`config.mk`:
```
export PLATFORM = sky130hd
export DESIGN_NAME = gpa_port
export DESIGN_NICKNAME = d
export VERILOG_FILES = /design/src/shared/gpa_pkg.sv /design/src/gpa_port.sv
export SDC_FILE = /design/constraint.sdc
export NUM_CORES = 1
export LEC_CHECK = 0
export BUFFER_PORTS_ARGS = -buffer_cell sky130_fd_sc_hd__buf_2
export CAP_MARGIN = 20
export CORE_ASPECT_RATIO = 0.7
export CORE_UTILIZATION = 39
export CTS_BUF_LIST = sky130_fd_sc_hd__clkbuf_8
export CTS_CLUSTER_DIAMETER = 150
export DETAILED_ROUTE_END_ITERATION = 6
export GPL_ROUTABILITY_DRIVEN = 0
export GPL_TIMING_DRIVEN = 0
export PLACE_DENSITY = 0.7
export SKIP_LAST_GASP = 1
export SLEW_MARGIN = 20
export SYNTH_ARGS = -nofsm -noshare
export SYNTH_HDL_FRONTEND = slang
export SYNTH_SLANG_ARGS = --single-unit
```
`constraint.sdc`:
```
create_clock -name sys_clk_in -period 3.53 [get_ports sys_clk_in]
set_clock_uncertainty 0.1 [all_clocks]
set_input_delay 0.706 -clock sys_clk_in [delete_from_list [all_inputs] [get_ports sys_clk_in]]
set_output_delay 0.706 -clock sys_clk_in [all_outputs]
set_load 0.01 [all_outputs]
```
`src/shared/gpa_pkg.sv`:
```
// package: register map, reset values and bus carrier for the six-pin port
package gpa_pkg;
	// ---------------------------------------------------------------
	// widths
	// ---------------------------------------------------------------
	localparam int unsigned PIN_W  = 6;          // pins 5..0
	localparam int unsigned ADDR_W = 8;          // byte address
	localparam int unsigned DATA_W = 32;         // bus data
	localparam int unsigned REG_W  = 8;          // register width

	// ---------------------------------------------------------------
	// register byte addresses, one aligned word each
	// ---------------------------------------------------------------
	localparam logic [ADDR_W-1:0] OFS_DIR  = 8'h00;  // pin_direction
	localparam logic [ADDR_W-1:0] OFS_LAT  = 8'h04;  // output_latch
	localparam logic [ADDR_W-1:0] OFS_ANS  = 8'h08;  // analog_select
	localparam logic [ADDR_W-1:0] OFS_WPU  = 8'h0C;  // pullup_enable
	localparam logic [ADDR_W-1:0] OFS_LVL  = 8'h10;  // input_threshold_select
	localparam logic [ADDR_W-1:0] OFS_PORT = 8'h14;  // port_pin_data
	localparam logic [ADDR_W-1:0] OFS_CTRL = 8'h18;  // global_pullup_disable, bit 0

	// ---------------------------------------------------------------
	// implemented-bit masks
	// ---------------------------------------------------------------
	localparam logic [PIN_W-1:0] MASK_DIR  = 6'h37;  // bit 3 fixed at one
	localparam logic [PIN_W-1:0] MASK_LAT  = 6'h37;  // bit 3 has no latch
	localparam logic [PIN_W-1:0] MASK_ANS  = 6'h17;  // pins 4, 2, 1, 0
	localparam logic [PIN_W-1:0] MASK_ALL  = 6'h3F;  // pins 5..0
	localparam logic [PIN_W-1:0] FIXED_DIR = 6'h08;  // input-only pin
	localparam int unsigned      GPD_BIT   = 0;      // control bit position

	// ---------------------------------------------------------------
	// reset values
	// ---------------------------------------------------------------
	localparam logic [PIN_W-1:0] RST_DIR = 6'h3F;
	localparam logic [PIN_W-1:0] RST_LAT = 6'h00;
	localparam logic [PIN_W-1:0] RST_ANS = 6'h17;
	localparam logic [PIN_W-1:0] RST_WPU = 6'h3F;
	localparam logic [PIN_W-1:0] RST_LVL = 6'h04;
	localparam logic             RST_GPD = 1'b1;
	localparam logic [PIN_W-1:0] ZERO_PINS = 6'h00;
	localparam logic [DATA_W-1:0] ZERO_WORD = 32'h0000_0000;

	// ---------------------------------------------------------------
	// bus carrier and response state
	// ---------------------------------------------------------------
	typedef struct packed {
		logic              read;       // avalon read
		logic              write;      // avalon write
		logic [ADDR_W-1:0] address;    // byte address
		logic [DATA_W-1:0] writedata;  // write data
	} gpa_bus_req_s;

	typedef enum logic [0:0] {
		GPA_IDLE = 1'b0,               // waiting for a request
		GPA_RESP = 1'b1                // read data valid this cycle
	} gpa_bus_state_e;
endpackage

```
`src/gpa_port.sv`:
```
// six-pin general purpose port: registers, pin drivers, input select
//
// Functional notes
// direction one tri-states pin; zero drives it
// input-only pin direction reads one, ignores writes
// port write hits latch; read returns pins
// latch holds pins 5,4,2,1,0 only
// unimplemented register bits read as zero
// analog select zero keeps pin digital
// analog select one disables digital input buffer
// software sets direction input for analog pins
// pull-up enable bit switches pin pull-up
// global pull-up disable forces all pull-ups off
// pull-up off while pin is an output
// threshold bit picks Schmitt or TTL input
// analog pin reads as zero digitally
// analog select never blocks digital output
// pull-up is enable, not disable, and input
`timescale 1ns/1ps
module gpa_port (
	// clock and reset
	input  wire logic                         sys_clk_in,
	input  wire logic                         nrst_in,
	// avalon-mm slave
	input  wire gpa_pkg::gpa_bus_req_s        avs_req_in,
	output logic [gpa_pkg::DATA_W-1:0]        avs_readdata_out,
	output logic                              avs_waitrequest_out,
	// pin side: two input buffers per pin, driver and pull-up
	input  wire logic [gpa_pkg::PIN_W-1:0]    pin_ttl_in,
	input  wire logic [gpa_pkg::PIN_W-1:0]    pin_st_in,
	output logic [gpa_pkg::PIN_W-1:0]         pin_data_out,
	output logic [gpa_pkg::PIN_W-1:0]         pin_oe_n_out,
	output logic [gpa_pkg::PIN_W-1:0]         pin_pullup_out,
	output logic [gpa_pkg::PIN_W-1:0]         analog_select_out,
	// digital input levels for peripherals and change detection
	output logic [gpa_pkg::PIN_W-1:0]         digital_in_out
);
	import gpa_pkg::*;

	// ---------------------------------------------------------------
	// register state
	// ---------------------------------------------------------------
	logic [PIN_W-1:0] dir;          // pin_direction, one = input
	logic [PIN_W-1:0] lat;          // output_latch
	logic [PIN_W-1:0] ans;          // analog_select
	logic [PIN_W-1:0] wpu;          // pullup_enable
	logic [PIN_W-1:0] lvl;          // input_threshold_select
	logic             gpd;          // global_pullup_disable
	logic [PIN_W-1:0] next_dir;
	logic [PIN_W-1:0] next_lat;
	logic [PIN_W-1:0] next_ans;
	logic [PIN_W-1:0] next_wpu;
	logic [PIN_W-1:0] next_lvl;
	logic             next_gpd;

	// bus response state
	gpa_bus_state_e    bus_state;
	gpa_bus_state_e    next_bus_state;
	logic [DATA_W-1:0] next_readdata;
	logic              wr_take;      // write accepted this edge
	logic [PIN_W-1:0]  wr_pins;      // low six bits of write data

	// pin synchronisers and selected levels
	logic [PIN_W-1:0] ttl_meta;     // first stage, read only by ttl_sync
	logic [PIN_W-1:0] ttl_sync;
	logic [PIN_W-1:0] st_meta;      // first stage, read only by st_sync
	logic [PIN_W-1:0] st_sync;
	logic [PIN_W-1:0] sel_level;    // threshold-selected level
	logic [PIN_W-1:0] next_digital;
	logic [PIN_W-1:0] next_pullup;

	// ---------------------------------------------------------------
	// bus handshake
	// ---------------------------------------------------------------
	// writes complete at once; reads take one extra cycle so that
	// read data always comes straight from a flop
	assign avs_waitrequest_out = avs_req_in.read && (bus_state == GPA_IDLE);
	assign wr_take = avs_req_in.write && !avs_req_in.read;
	assign wr_pins = avs_req_in.writedata[PIN_W-1:0];

	// next register values from accepted writes
	always_comb begin
		next_dir = dir;
		next_lat = lat;
		next_ans = ans;
		next_wpu = wpu;
		next_lvl = lvl;
		next_gpd = gpd;
		if (wr_take) begin
			unique case (avs_req_in.address)
				// input-only pin stays input whatever is written
				OFS_DIR: begin
					next_dir = (wr_pins & MASK_DIR) | FIXED_DIR;
				end
				// port data writes land in the latch, same as latch writes
				OFS_LAT, OFS_PORT: begin
					next_lat = wr_pins & MASK_LAT;
				end
				OFS_ANS: begin
					next_ans = wr_pins & MASK_ANS;
				end
				OFS_WPU: begin
					next_wpu = wr_pins & MASK_ALL;
				end
				OFS_LVL: begin
					next_lvl = wr_pins & MASK_ALL;
				end
				OFS_CTRL: begin
					next_gpd = avs_req_in.writedata[GPD_BIT];
				end
				// unmapped: write is accepted and dropped
				default: begin
				end
			endcase
		end
	end

	// register flops
	always_ff @(posedge sys_clk_in or negedge nrst_in) begin
		if (!nrst_in) begin
			dir <= RST_DIR;
			lat <= RST_LAT;
			ans <= RST_ANS;
			wpu <= RST_WPU;
			lvl <= RST_LVL;
			gpd <= RST_GPD;
		end else begin
			dir <= next_dir;
			lat <= next_lat;
			ans <= next_ans;
			wpu <= next_wpu;
			lvl <= next_lvl;
			gpd <= next_gpd;
		end
	end

	// ---------------------------------------------------------------
	// read path
	// ---------------------------------------------------------------
	// data is captured when the read arrives; upper bits pad with zero
	always_comb begin
		next_bus_state = GPA_IDLE;
		next_readdata  = avs_readdata_out;
		if (avs_req_in.read && bus_state == GPA_IDLE) begin
			next_bus_state = GPA_RESP;
			next_readdata  = ZERO_WORD;
			unique case (avs_req_in.address)
				OFS_DIR:  next_readdata[PIN_W-1:0] = dir;
				OFS_LAT:  next_readdata[PIN_W-1:0] = lat;
				OFS_ANS:  next_readdata[PIN_W-1:0] = ans;
				OFS_WPU:  next_readdata[PIN_W-1:0] = wpu;
				OFS_LVL:  next_readdata[PIN_W-1:0] = lvl;
				// live pin levels, analog pins already forced low
				OFS_PORT: next_readdata[PIN_W-1:0] = digital_in_out;
				OFS_CTRL: next_readdata[GPD_BIT] = gpd;
				// unmapped address reads zero
				default:  next_readdata = ZERO_WORD;
			endcase
		end
	end

	// bus response flops
	always_ff @(posedge sys_clk_in or negedge nrst_in) begin
		if (!nrst_in) begin
			bus_state        <= GPA_IDLE;
			avs_readdata_out <= ZERO_WORD;
		end else begin
			bus_state        <= next_bus_state;
			avs_readdata_out <= next_readdata;
		end
	end

	// ---------------------------------------------------------------
	// pin input path
	// ---------------------------------------------------------------
	// both buffers are asynchronous to the core clock
	always_ff @(posedge sys_clk_in or negedge nrst_in) begin
		if (!nrst_in) begin
			ttl_meta <= ZERO_PINS;
			ttl_sync <= ZERO_PINS;
			st_meta  <= ZERO_PINS;
			st_sync  <= ZERO_PINS;
		end else begin
			ttl_meta <= pin_ttl_in;
			ttl_sync <= ttl_meta;
			st_meta  <= pin_st_in;
			st_sync  <= st_meta;
		end
	end

	// per-pin threshold choice; switching it while a peripheral
	// listens can show a false edge, software must avoid that
	for (genvar i = 0; i < PIN_W; i++) begin : g_thresh
		assign sel_level[i] = lvl[i] ? st_sync[i] : ttl_sync[i];
	end

	// digital level and effective pull-up
	always_comb begin
		// analog pins have the digital buffer off and read zero
		next_digital = sel_level & ~ans;
		// pull-up only on inputs, only while not globally disabled
		next_pullup  = wpu & dir & {PIN_W{!gpd}};
	end

	// output flops; driver and latch follow registers directly
	always_ff @(posedge sys_clk_in or negedge nrst_in) begin
		if (!nrst_in) begin
			digital_in_out <= ZERO_PINS;
			pin_pullup_out <= ZERO_PINS;
		end else begin
			digital_in_out <= next_digital;
			pin_pullup_out <= next_pullup;
		end
	end

	// driver ignores analog select entirely
	assign pin_data_out      = lat;
	assign pin_oe_n_out      = dir;
	assign analog_select_out = ans;
endmodule

```
# --- Word level (Yosys, flattened, before mapping) ---
# Cells that the tools add are included.
totals:
  elab_cells: 46
  input_bits: 56
  ff_bits: 70
  out_inout_bits: 63
op_classes:
  n_reduce_logical: 12
  mux: 9
  bitwise: 5
  n_eq_ne: 6
op_table:
  columns: ["operator", "n"]
  rows:
  - ["$pmux 5 s6", 1]
  - ["$eq 8x5->1 const B", 3]
  - ["$and 6x6->6", 3]
  - ["$eq 8x4->1 const B", 2]
  - ["$reduce_and 2->1", 6]
  - ["$eq 8x3->1 const B", 1]
  - ["$logic_not 8->1", 1]
  - ["$mux 1", 7]
  - ["$pmux 1 s7", 1]
  - ["$not 5->6", 1]
  - ["$logic_and 1x1->1", 2]
  - ["$logic_not 1->1", 2]
  - ["$reduce_or 2->1", 1]
  - ["$not 1->1", 1]

# --- Logic depth before layout (Yosys ltp) ---
logic_depth:
  word_depth: 3
  mapped_depth: 7
  depth_no_buf: 4

# --- Worst setup path after synthesis ---
# OpenSTA, ideal clock, no wires.
synth_timing:
  path_kind: "input-to-reg"
  from: "input avs_req_in[33] (netlist name)"
  to: "register dir[0], in the netlist pin_oe_n_out[0]"
  stages: 6
  setup_time_ns: 0.082
  required_time_ns: 3.348
  t_arrival_ns: 2.114
  n_path_buf: 2
  path_slack_ns: 1.234
  path_cell_list: "or2_1 buf_2 nand4bb_4 or4_1 buf_4 mux2_4"
synth_via:
  elab_chain_len: 2
synth_rtl:
  columns: ["item", "line_no", "source"]
  rows:
  - ["start: declaration", "gpa_port.sv:25", "input wire gpa_pkg::gpa_bus_req_s avs_req_in,"]
  - ["$logic_not 8->1", "gpa_port.sv:90", "unique case (avs_req_in.address)"]
  - ["$reduce_and 2->1 (no line)", null, null]
  - ["end signal: assignment", "gpa_port.sv:128", "dir <= next_dir;"]
  - ["end: declaration", "gpa_port.sv:43", "logic [PIN_W-1:0] dir;"]
# Every way passes these cells.
# A chain may end at the register's enable or synchronous reset.

# --- Worst setup path in the final report ---
layout_timing:
  from: "input avs_req_in[34] (netlist name)"
  to: "register wpu[1]"
layout_via:
  elab_chain_len: 2
layout_rtl:
  columns: ["item", "line_no", "source"]
  rows:
  - ["$eq 8x4->1", "gpa_port.sv:90", null]
  - ["$reduce_and 2->1 (no line)", null, null]
  - ["end signal: assignment", "gpa_port.sv:131", "wpu <= next_wpu;"]
  - ["end: declaration", "gpa_port.sv:46", "logic [PIN_W-1:0] wpu;"]
# Every way passes these cells.

==> impl_metrics.csv <==
group,metric,value,unit
hold_path,worstHoldPathType,"in -> async",
floorplanning,fp.dieW,107,um
clocking,cts_resized,0,
clocking,clk_transition_reported_paths,0.07,ns
drt,wl_per_cell,13.9,um
grt,antenna_found_initial,0,
drt,drt-total-wl,6040,um
place,dp_slack,0.822,ns
setup_path,cp-end-kind,"flop",
grt,grt_max_degree,47,
timing,clock.fmax,427,MHz
setup_path,worstPathMaxFanout,10,
grt,grt_pass1_wl,9540,um
floorplanning,start_util,40.6,%
yosys,synth.avg_cell_area,13.0,um^2
setup_path,worstPathRequired,3.70,ns
yosys,ys_types,37,
final_layout,regArea,1770,um^2
drt,vias,1954,
setup_path,ff2ff_setup_slack,2.03,ns
timing,min_period,2.34,ns
clocking,cts_root_buf,"clkbuf_8",
clocking,post_cts_buffers,0,
yosys,seq_area_frac_synth,59.1,%
drt,via_per_inst,4.49,
power_and_ir_drop,p_leak,1.93,nW
timing,final-hold-violation-count,0,
setup_path,critPathArrivalTime,2.52,ns
yosys,ys_ff_latch,70,
grt,busiest_layer,"met2",
final_layout,finish.utilization,51.2,%
final_layout,multi_input_area,1050,um^2
grt,grt.overflow.total,0,
setup_path,worstSetupPathType,"in -> reg",
grt,track_usage,16.3,%
final_layout,fin_cells,435,
drt,drt_iter0_drc,134,
yosys,yosys_most_used_dff,"dfrtp_1",
drt,drc_errors,0,
clocking,cts_buffers,9,
floorplanning,io_pins,119,
yosys,netlist_area,3000,um^2
clocking,h-tree-depth,3,
place,dp_hpwl,4470,um
timing,setup_viol,0,
final_layout,drive_above_1_share,49.0,%
timing,holdWs,0.147,ns
clocking,clock_latency,0.34,ns
power_and_ir_drop,vdd_drop_max,258,uV
timing,drv_slew,0,
final_layout,syn_to_final_growth,26.1,%
grt,first_global_vias,1854,
final_layout,nets,388,
outcome,outcome,"complete, no violations",
flow_run,maxCapViolCount,0,
timing,worst_slack,1.19,ns
place,portBuffers,62,
timing,fin_crit_sh,66.4,%
floorplanning,design.core.area,7380,um^2
floorplanning,fp.dieArea,8050,um^2
setup_path,start_kind,"primary input",
floorplanning,dieHeight,75.4,um
drt,ant_nets,0,
yosys,syn_inst,230,
timing,rsz0062_at_grt,"false",
floorplanning,core.rowCount,26,
clocking,holdBufCountCts,0,
final_layout,n_antenna_cell,0,
timing,relSlewSlack,62.5,%
yosys,synth_edf_count,0,
grt,grtUsageMet2,23.7,%
final_layout,nFillCells,664,
drt,drtPass1Iterations,4,
power_and_ir_drop,power_density,452,nW/um^2
place,place_inst,419,
timing,fin_tns_setup,0,ns
timing,worstMarginPinSlew,0.560,ns
clocking,cts_buffer_depth,2,
clocking,cts_tree,"built",
clocking,clock_sinks,70,
grt,grt_use_met3,7.87,%
grt,met1_usage,21.2,%
yosys,synth_async_sr_flop_share,100,%
yosys,yosys_warnings,0,
==> critical path: stages <==
cell and delay, ns:
buf_2 0.09, clkbuf_1 0.42, buf_2 0.35, nand2_1 0.08
nor2_1 0.46, mux2_2 0.41
==> layout by cell type, fill, tap and decap left out, types with 8 or more instances in the layout <==
cell       n
mux2i_1   10
conb_1    30
clkbuf_8  10
mux2_2    24
o21ai_0    8
buf_4     32
dfstp_2   17
dfrtp_1   53
nand2_1   12
mux2_4     9
nor2_1    12
buf_2     64
==> flip-flops by register name, indices dropped and copies added, names as in the netlist <==
name,count
ttl_sync,6
digital_in_out,6
st_meta,6
lvl,6
bus_state,1
pin_pullup_out,6
st_sync,6
gpd,1
pin_oe_n_out,5
pin_data_out,5
ttl_meta,6
analog_select_out,4
avs_readdata_out,6
wpu,6
==> cell usage after synthesis (all sizes together) (2+ instances only) <==
cell    count  area (um^2)
nor2       12         45.0
a21oi       5         25.0
nor2b       4         25.0
nand2      12         45.0
nand3       4         20.0
nor3b       2         20.0
dfstp      17          447
mux2i      10          100
o21ai       8         40.0
conb        2         7.51
or3         2         12.5
buf        35          251
mux2       33          405
and3        2         12.5
inv         3         11.3
nand2b      3         18.8
dfrtp      53         1330
clkbuf      6         22.5
a222oi      2         20.0
or4         2         15.0
==> routing by layer <==
| layer | vias to the layer above | routed length (um) |
|---|---|---|
| met5 | - | 0 |
| met4 | 0 | 92 |
| met3 | 12 | 607 |
| met2 | 85 | 2680 |
| met1 | 919 | 2660 |
| li1 | 938 | - |
==> path summary, 6_finish.rpt <==
check                                      end            from  cells after the start
max in group asynchronous               wpu[0]         nrst_in                      2
min in group sys_clk_in            ttl_sync[1]     ttl_meta[1]                      0
min                                 st_meta[1]         nrst_in                      1
max reg2reg                avs_readdata_out[4]          lvl[4]                      3
max                                     wpu[1]  avs_req_in[34]                      6
min reg2reg                        ttl_sync[1]     ttl_meta[1]                      0
==> stage by stage <==
step,instance area [um^2],power [mW]
floorplan,3110,0.951
global placement,3540,1.01
detailed placement,3560,1.02
CTS,3780,1.73
global route,3780,1.78
finish,3780,1.71
==> logic make-up (layout without fill, tap and decap cells) <==
family / count (synthesis) / count (layout) / synth area share, %
DFF: 70 / 70 / 59.1
and+or+nand+nor: 48 / 48 / 9.17
buffers and inverters: 44 / 123 / 9.51
muxes: 43 / 43 / 16.8
AOI/OAI and AO/OA: 23 / 23 / 5.13
other: 2 / 30 / 0.250
==> area by class of cell <==
cell class	instances	share of cell area (%)
multi-input cells	144	27.7
clock inverters	6	2.25
plain buffers	41	7.24
repair buffers	63	8.80
clock buffers	10	3.64
well taps	98	3.24
inverters	3	0.298
flip-flops and latches	70	46.9
==> where the power goes <==
group	switching, mW	total, mW	leakage, nW	internal, mW
logic	0.0825	0.153	0.968	0.0704
registers	0.0156	0.851	0.843	0.835
clock network	0.292	0.707	0.114	0.415
total	0.390	1.71	1.93	1.32
No activity file was read; power rests on OpenSTA's default activity.
